[src/dmx_pkg.sv]
// package of constants for the dual converter output block
// assumes a single 25 MHz system clock drives everything
package dmx_pkg;
  // ***********************************************
  // widths and timing
  // ***********************************************
  localparam int unsigned WORD_W         = 10;
  localparam int unsigned LATENCY_CYCLES = 5;
  localparam int unsigned CLK_PERIOD_PS  = 40000;
  localparam int unsigned IND_LAG_PS     = 6000;
  // indicator lag as whole cycles, longest time rounds down, floor of one
  localparam int unsigned IND_LAG_CYCLES =
    (IND_LAG_PS / CLK_PERIOD_PS) < 1 ? 1 : (IND_LAG_PS / CLK_PERIOD_PS);
  localparam logic [9:0] DATA_RESET      = 10'h000;
  localparam logic       MSB_FLIP        = 1'h1;
  // ***********************************************
  // output slot state
  // ***********************************************
  typedef enum logic [1:0] {
    DMX_IDLE   = 2'h0,
    DMX_SLOT_A = 2'h1,
    DMX_SLOT_B = 2'h3
  } dmx_slot_e;
endpackage

[src/dmx_core.sv]
// output control of a dual sampled converter with a shared output bus
// assumes raw words from both channels arrive on the system clock,
// and the half-rate converter clock is made here from clk_sys_i
// Functional notes
// - both channels sampled on same rising edge
// - five clock periods latency to output
// - first channel word updates on rising edge
// - second channel word half period later
// - indicator lags clock, high for first; here it switches on the same edge as the converter clock
// - format pin selects offset binary or complement
// - sleep disables both conversion channels
// - power down with enable low holds outputs
// - enable high floats the data outputs
// - enable low drives converted data
// - power down low means normal operation
`timescale 1ns/1ps
module dmx_core #(
  parameter int unsigned W = dmx_pkg::WORD_W
) (
  // clock and reset
  input  wire logic         clk_sys_i,
  input  wire logic         nrst_i,
  // analog side results, offset binary
  input  wire logic [W-1:0] first_channel_i,
  input  wire logic [W-1:0] second_channel_i,
  // control pins
  input  wire logic         twos_fmt_i,
  input  wire logic         sleep_i,
  input  wire logic         power_down_in_i,
  input  wire logic         out_en_n_i,
  // converter clock, one system clock per half period
  output logic              conv_clk_o,
  // shared output bus and indicator
  output logic      [W-1:0] shared_output_bus_o,
  output logic      [W-1:0] shared_output_bus_oe_o,
  output logic              chan_ind_o,
  output logic              active_o
);
  // refuse widths that leave no bits below the flipped msb
  if (W < 2) begin : g_bad_w
    $error("word width must be at least two");
  end

  // ***********************************************
  // pin synchronisers
  // ***********************************************
  // the control pins are asynchronous, so two flops before any use
  logic [3:0] pin_s1;
  logic [3:0] pin_s2;
  always_ff @(posedge clk_sys_i) begin
    pin_s1 <= {twos_fmt_i, sleep_i, power_down_in_i, out_en_n_i};
    pin_s2 <= pin_s1;
  end
  // names of the synchronised pins
  wire twos_s = pin_s2[3];
  wire sleep_s = pin_s2[2];
  wire pd_s = pin_s2[1];
  wire oe_n_s = pin_s2[0];

  // ***********************************************
  // converter clock: high phase = rising half
  // ***********************************************
  // phase low means the next half is high, so the edge that raises the
  // converter clock is also the edge that samples both channels
  logic               phase;
  dmx_pkg::dmx_slot_e slot;
  dmx_pkg::dmx_slot_e next_slot;
  always_ff @(posedge clk_sys_i) begin
    if (!nrst_i) phase <= 1'b0;
    else phase <= ~phase;
  end
  wire rise_now = ~phase; // next half is the clock high half
  // sleep and power down both halt sampling and freeze the bus and indicator
  wire run = ~sleep_s & ~pd_s;

  // slot state follows the half periods
  // slot mirrors which word the bus carries; idle while halted
  always_comb begin
    case (slot)
      dmx_pkg::DMX_IDLE:   next_slot = (run && rise_now) ? dmx_pkg::DMX_SLOT_A : dmx_pkg::DMX_IDLE;
      dmx_pkg::DMX_SLOT_A: next_slot = dmx_pkg::DMX_SLOT_B;
      dmx_pkg::DMX_SLOT_B: next_slot = run ? dmx_pkg::DMX_SLOT_A : dmx_pkg::DMX_IDLE;
      default:             next_slot = dmx_pkg::DMX_IDLE;
    endcase
  end
  always_ff @(posedge clk_sys_i) begin
    if (!nrst_i) slot <= dmx_pkg::DMX_IDLE;
    else slot <= next_slot;
  end

  // ***********************************************
  // sampling and pipelines
  // ***********************************************
  // sampling strobe: once per converter period, on its rising edge
  wire samp = run & rise_now;
  logic [W-1:0] pipe_a;
  logic [W-1:0] pipe_b;
  // first channel: five periods = ten halves, samples every two
  dmx_pipe #(.W(W), .DEPTH(dmx_pkg::LATENCY_CYCLES)) u_pipe_a (
    .clk_sys_i (clk_sys_i),
    .nrst_i    (nrst_i),
    .adv_i     (samp),
    .d_i       (first_channel_i),
    .q_o       (pipe_a)
  );
  // second channel: same depth and strobe, so a pair never splits
  dmx_pipe #(.W(W), .DEPTH(dmx_pkg::LATENCY_CYCLES)) u_pipe_b (
    .clk_sys_i (clk_sys_i),
    .nrst_i    (nrst_i),
    .adv_i     (samp),
    .d_i       (second_channel_i),
    .q_o       (pipe_b)
  );

  // format: flip msb for two's complement
  wire [W-1:0] fmt_mask = {twos_s, {(W-1){1'b0}}};
  wire [W-1:0] word_a = pipe_a ^ fmt_mask;
  wire [W-1:0] word_b = pipe_b ^ fmt_mask;
  wire         drive = ~oe_n_s;

  // ***********************************************
  // output registers
  // ***********************************************
  // second channel word is parked at the sampling edge: the pipe moves on
  // at that same edge, so reading it half a period later would skip ahead
  logic [W-1:0] b_wait;
  always_ff @(posedge clk_sys_i) begin
    if (!nrst_i) begin
      b_wait <= W'(dmx_pkg::DATA_RESET);
    end else if (samp) begin
      b_wait <= word_b;
    end
  end

  // bus and indicator move only while converting, else they hold
  logic [W-1:0] bus_q;
  logic         ind_q;
  logic         clk_q;
  always_ff @(posedge clk_sys_i) begin
    if (!nrst_i) begin
      bus_q <= W'(dmx_pkg::DATA_RESET);
      ind_q <= 1'b0;
      clk_q <= 1'b0;
    end else begin
      clk_q <= rise_now;
      if (run && rise_now) begin
        bus_q <= word_a;
        ind_q <= 1'b1;
      end else if (run && !rise_now) begin
        bus_q <= b_wait;
        ind_q <= 1'b0;
      end
      // power down or sleep: bus_q and ind_q hold
    end
  end
  // outputs come straight from the registers above
  assign shared_output_bus_o = bus_q;
  assign conv_clk_o = clk_q;
  assign chan_ind_o = ind_q;

  // per-bit enables and activity flag, registered after the pin sync
  logic [W-1:0] oe_q;
  logic         act_q;
  always_ff @(posedge clk_sys_i) begin
    if (!nrst_i) begin
      oe_q  <= '0;
      act_q <= 1'b0;
    end else begin
      oe_q  <= {W{drive}};
      act_q <= run;
    end
  end
  assign shared_output_bus_oe_o = oe_q;
  assign active_o = act_q;
endmodule

[src/dmx_pipe.sv]
// delay line carrying converted words through the pipeline
// assumes the caller samples both channels on the same edge
`timescale 1ns/1ps
module dmx_pipe #(
  parameter int unsigned W     = 10,
  parameter int unsigned DEPTH = 5
) (
  // clock and reset
  input  wire logic         clk_sys_i,
  input  wire logic         nrst_i,
  // stream
  input  wire logic         adv_i,
  input  wire logic [W-1:0] d_i,
  output logic      [W-1:0] q_o
);
  logic [W-1:0] stage [DEPTH];

  // a pipe without stages cannot delay anything
  if (DEPTH < 1) begin : g_bad_depth
    $error("depth must be at least one");
  end

  // one register per stage
  genvar g;
  generate
    for (g = 0; g < DEPTH; g++) begin : g_st
      always_ff @(posedge clk_sys_i) begin
        if (!nrst_i) begin
          stage[g] <= '0;
        end else if (adv_i) begin
          stage[g] <= (g == 0) ? d_i : stage[(g == 0) ? 0 : g - 1];
        end
      end
    end
  endgenerate

  assign q_o = stage[DEPTH-1];
endmodule

[config.mk]
export PLATFORM = sky130hd
export DESIGN_NAME = dmx_core
export DESIGN_NICKNAME = d
export VERILOG_FILES = /design/src/dmx_pkg.sv /design/src/dmx_core.sv /design/src/dmx_pipe.sv
export SDC_FILE = /design/constraint.sdc
export NUM_CORES = 1
export LEC_CHECK = 0
export ABC_AREA = 1
export BUFFER_PORTS_ARGS = -buffer_cell sky130_fd_sc_hd__buf_2
export CAP_MARGIN = 40
export CORE_MARGIN = 2
export CORE_UTILIZATION = 35
export CTS_CLUSTER_DIAMETER = 40
export CTS_CLUSTER_SIZE = 14
export DETAILED_ROUTE_END_ITERATION = 10
export PLACE_DENSITY = 0.6
export SLEW_MARGIN = 20
export SYNTH_ARGS = -nofsm -noshare
export SYNTH_HDL_FRONTEND = slang
export SYNTH_SLANG_ARGS = --single-unit
export TNS_END_PERCENT = 5
[constraint.sdc]
create_clock -name clk_sys_i -period 6.6 [get_ports clk_sys_i]
set_input_delay 0.99 -clock clk_sys_i [delete_from_list [all_inputs] [get_ports clk_sys_i]]
set_output_delay 0.99 -clock clk_sys_i [all_outputs]
set_load 0.02 [all_outputs]
==> metrics.txt, run 1 <==
outcome finished, final reports clean; row cnt 47; final slew viol count 0; first-pass GRT wire length approximately 12000 um; Residual DRC 0; Max Cap Viol 0; design area approximately 6800 um2; Worst Tran Pin Value slightly below 600 ps; final WL around 7000 um; clk_lat worst skew 410 ps; Final HPWL DP 4410 um; area delta synth->final 16.0%; diode count 0; initial antenna violation count 0; final std cells w/o fill roughly 740; Post-Syn Instances 462; grt peak-use layer met2; vias in the first global route 2917; Max Clock Freq approximately 0.41 GHz; via count between 2000 and 3000; Tcrit/Tclk final 0.369; HP Class flop to flop; Multi-input gate area approximately 1500 um2; GR Layer Usage met2 0.149; met1 global-route usage 0.0958; Synth Net Count between 400 and 500; CP Data Required Time between 6000 and 7000 ps; Tmin final about 2400 ps; Die Height 133 um; leading post-synthesis cells by cell area edfxtp_1, nor2_4, dfxtp_1, inv_1, buf_12; maximum level of the CTS H-tree 4; CP Class input pin to flop; worst path arrival time 2590 ps; Placer Congestion approximately 0.8; Yosys top cell area share 0.516; Slew Limit Headroom 0.613; Final nets 534; DR iter-0 viols about 160; Avg Inst Size Synth approximately 13 um2; Post-Place Cells about 710; CTS root buf clkbuf_16; Setup-failing EPs final 0; cts hold-fix bufs 0; startpoint types input pin; GRT Total Usage 0.0886; I/O Buffers between 40 and 50; Routed Antenna Nets 0; total gr overflow 0; RSZ-0062 raised after global routing no; Setup TNS 0 ps; Synth Register Bits between 100 and 150; layout cell share with drive strength beyond 1 0.345; CTS tree yes; # Post-CTS Setup Buffers 0; distinct cell type count after synthesis 18; post-synth top area cell edfxtp_1; Crit. End Element flop; Ys Warns 0; clk_skew 7.65 ps; Power Density about 290 nW/um2; Seq/Total Area, Yosys 0.626; post_cts resized 0; clock buffer depth 2; DR pass1 iterations 4; area of the mapped netlist between 5000 and 6000 um2; FF/Latch Area around 3600 um2; Inserted Clock Buffers 17; Routed WL per cell around 9.4 um; DR vias/cell 3.94; M3 GR Usage 0.0421; FILL cells 1528; Initial Utilization 0.355; Die X roughly 130 um; maximum number of pins on one net before global-route repair 57; core area approximately 16000 um2; crit path max fanout 35; leak pwr ~2.6 nW; num ports a little under 50; Fin. Hold Viols 0; Area after DPL about 6100 um2; worst vdd ir ~0.00019 V; # clock sinks 132; Die ar. 17700 um2; Reg clk slew, reported paths approximately 50 ps
## registers in the layout, summed over array words and instances, names as in the netlist
name and count:
u_pipe_a.stage 50, u_pipe_b.stage 50, b_wait 10, shared_output_bus_o 10
pin_s1 4, pin_s2 4, active_o 1, chan_ind_o 1
conv_clk_o 1, shared_output_bus_oe_o 1
## path summary, 6_finish.rpt
kind | startpoint | end | slack, ps | cells past startpoint
setup reg to reg | conv_clk_o | u_pipe_a.stage[2][1] | 4160 | 5
hold reg to reg | pin_s1[0] | pin_s2[0] | 330 | 0
setup / recovery | nrst_i | u_pipe_b.stage[0][2] | 4160 | 7
hold / removal | pin_s1[0] | pin_s2[0] | 330 | 0
## report_power, final
part / internal, mW / switching [mW]
sequential: 0.942 / 0.0150
clock: 0.579 / 0.318
combinational: 0.0366 / 0.0898
## cells in the final DEF, fill, tap and decap left out
| master | instances |
|---|---|
| buf_6 | 1 |
| inv_1 | 115 |
| buf_4 | 3 |
| nand2_4 | 1 |
| dfxtp_1 | 32 |
| clkinv_2 | 3 |
| edfxtp_1 | 100 |
| inv_2 | 1 |
| o21ai_0 | 10 |
| clkbuf_4 | 3 |
| nand2_1 | 19 |
| clkbuf_1 | 1 |
| clkinv_4 | 1 |
| clkbuf_8 | 2 |
| inv_4 | 2 |
| a21oi_1 | 21 |
| nand3_1 | 11 |
| clkbuf_16 | 20 |
| nor2_4 | 90 |
| nor2_1 | 32 |
| buf_2 | 48 |
| nand2_8 | 1 |
| buf_16 | 3 |
| nor2_2 | 1 |
## kinds of logic (layout without fill, tap and decap cells)
kind of cell	Yosys count	count (layout)	synth area share
flops	132	132	0.626
compound gates	31	31	0.0266
simple gates	155	155	0.219
buf+inv	144	203	0.129
## layer usage
| metal | vias to the layer above | share of wire |
|---|---|---|
| met2 | 68 | 0.47 |
| met3 | 7 | 0.061 |
| met1 | 1340 | 0.46 |
| met5 | - | 0 |
| met4 | 0 | 0.013 |
| li1 | 1501 | - |
## Yosys cell counts
cell type  instances
o21ai_0           10
dfxtp_1           32
inv_1            115
nand2_1           20
inv_2              1
buf_8              1
buf_2              5
nor2_1            32
edfxtp_1         100
nand2_2            1
clkbuf_1           2
buf_4             10
buf_6              1
a21oi_1           21
nor2_2             1
nand3_1           11
buf_12             9
nor2_4            90
## metrics by stage
stage	hold WS, ps	power, mW	setup WS, ps	util
5_1_grt	336	2.05	3970	0.412
6_report	327	1.98	4160	0.412
3_5_place_dp	314	1.10	3640	0.373
4_1_cts	331	2.00	3820	0.409
3_3_place_gp	314	1.09	3640	0.370
2_1_floorplan	310	1.08	2790	-
## layout make-up
cell class	instances	area share
inverter	116	0.0645
clock inverter	6	0.00537
multi-input combinational	186	0.215
tap	220	0.0408
sequential	132	0.539
timing repair buffer	55	0.0528
clock buffer	26	0.0821
## worst max-delay path, stage by stage
cell     delay, ps
buf_2          180
inv_2          230
nor2_4          80
nand2_8        350
buf_4          370
buf_16         330
nor2_4          40
Power figures use the tool's default switching activity.
==> inputs of run 2 (changes only) <==
==> constraint.sdc (replaced) <==
create_clock -name clk_sys_i -period 2.3 [get_ports clk_sys_i]
set_input_delay 0.345 -clock clk_sys_i [delete_from_list [all_inputs] [get_ports clk_sys_i]]
set_output_delay 0.345 -clock clk_sys_i [all_outputs]
set_load 0.02 [all_outputs]
==> run 2 against run 1 <==
Effect of this change:
- clock-buffer cell count is 6 lower
- critical path depth decreased by 3
- global-route usage is 0.17 points higher
- total power increased to 3.0 times the previous value
- non-clock buffer count rose by 5
- core utilization up 0.41 points
- sequential share of layout area fell by 0.53 points
- routed wire length up 0.89%
==> metrics.txt, run 2 (same netlist as run 1, synthesis figures left out) <==
Final HPWL DP 4670 um; row cnt 47; Worst R2R Path Depth 4; top flop regs u_pipe_a.stage x50, u_pipe_b.stage x50; HP Class input pin to flop; DRT met1 WL roughly 3000 um; DR iter-0 viols 134; Routed Antenna Nets 0; GRT Total Usage 0.0903; clk_skew between 9 and 10 ps; DR vias/cell slightly below 4; Area after DPL about 6200 um2; via count 2913; maximum level of the CTS H-tree 4; initial antenna violation count 0; # Post-CTS Setup Buffers 0; worst hold margin about 45 ps; Setup TNS 0 ps; Reg clk slew, reported paths about 50 ps; RSZ-0062 raised after global routing no; Die ar. between 15000 and 20000 um2; total power between 5 and 6 mW; area delta synth->final 17.1%; Inserted Clock Buffers 17; Residual DRC 0; Placer Congestion around 0.78; Final nets about 540; Fin. Hold Viols 0; I/O Buffers between 40 and 50; total gr overflow 0; design area slightly below 7000 um2; Slew Limit Headroom 0.711; Power Density 869 nW/um2; Post-Place Cells between 700 and 800; Worst Tran Pin Value ~430 ps; CTS tree yes; met2 wire len around 3500 um; top routing layer in use met4; worst path arrival time approximately 1800 ps; final WL between 7000 and 8000 um; clk_lat worst skew slightly above 400 ps; most frequent cells in the layout inv_1, edfxtp_1, nor2_4, buf_2; final slew viol count 0; Initial Utilization 0.355; WL met3 approximately 380 um; Max Clock Freq 0.597 GHz; first-pass GRT wire length 12600 um; Max Cap Viol 0; Tmin final around 1700 ps; num ports slightly below 50; DR pass1 iterations 4; Die Height 133 um; layout cell share with drive strength beyond 1 0.342; CP Data Required Time 2400 ps; Setup-failing EPs final 0; outcome finished, final reports clean; CTS root buf clkbuf_16; # clock sinks around 130; most common cell after layout, fill and taps aside inv_1; Die X ~130 um; post_cts resized 0; cts hold-fix bufs 0; Tcrit/Tclk final 0.729; maximum number of pins on one net before global-route repair 40; clock buffer depth 2; vias in the first global route 2908; startpoint types flop; leak pwr ~2.7 nW; CP Class flop to flop; worst vdd ir around 0.00053 V; diode count 0; core area ~16000 um2; Routed WL per cell roughly 9.4 um; final std cells w/o fill about 750; Crit. End Element flop; crit path max fanout 39; cell depth of the worst min-delay path 1
[run 2: report_power, final]
part / switching [mW] / total (mW) / internal (mW)
logic: 0.263 / 0.373 / 0.110
registers: 0.0376 / 2.74 / 2.70
clock network: 0.907 / 2.81 / 1.91
total: 1.21 / 5.93 / 4.72
[run 2: layer usage]
metal / up-vias / global-route usage
met5: - / 0
met4: 0 / 0.0394
met3: 9 / 0.0395
met2: 60 / 0.153
met1: 1334 / 0.0985
li1: 1510 / -
[run 2: through the flow]
stage                     setup WS (ps)  utilization
after CTS                           597        0.416
after detailed placement            522        0.378
after floorplan                     446            -
final                               624        0.416
after global routing                488        0.416
after global placement              574        0.378
[run 2: final cells by class]
| type | count | area [um2] |
|---|---|---|
| clock buffer | 20 | 437 |
| clock inverter | 12 | 185 |
| fill | 1539 | 9590 |
| inverter | 116 | 435 |
| multi-input combinational | 186 | 1450 |
| sequential | 132 | 3640 |
| tap | 220 | 275 |
| timing repair buffer | 60 | 393 |
[run 2: critical path, stage by stage, from the launching register on]
cell,delay [ps]
dfxtp_1,310
inv_1,270
nand2_1,170
nand2_4,320
buf_12,280
[run 2: path summary, 6_finish.rpt]
kind	endpoint	slack [ps]	start
max reg2reg	u_pipe_b.stage[1][6]	620	conv_clk_o
min	pin_s1[0]	50	out_en_n_i
max	u_pipe_b.stage[1][6]	620	conv_clk_o
min reg2reg	pin_s2[0]	330	pin_s1[0]
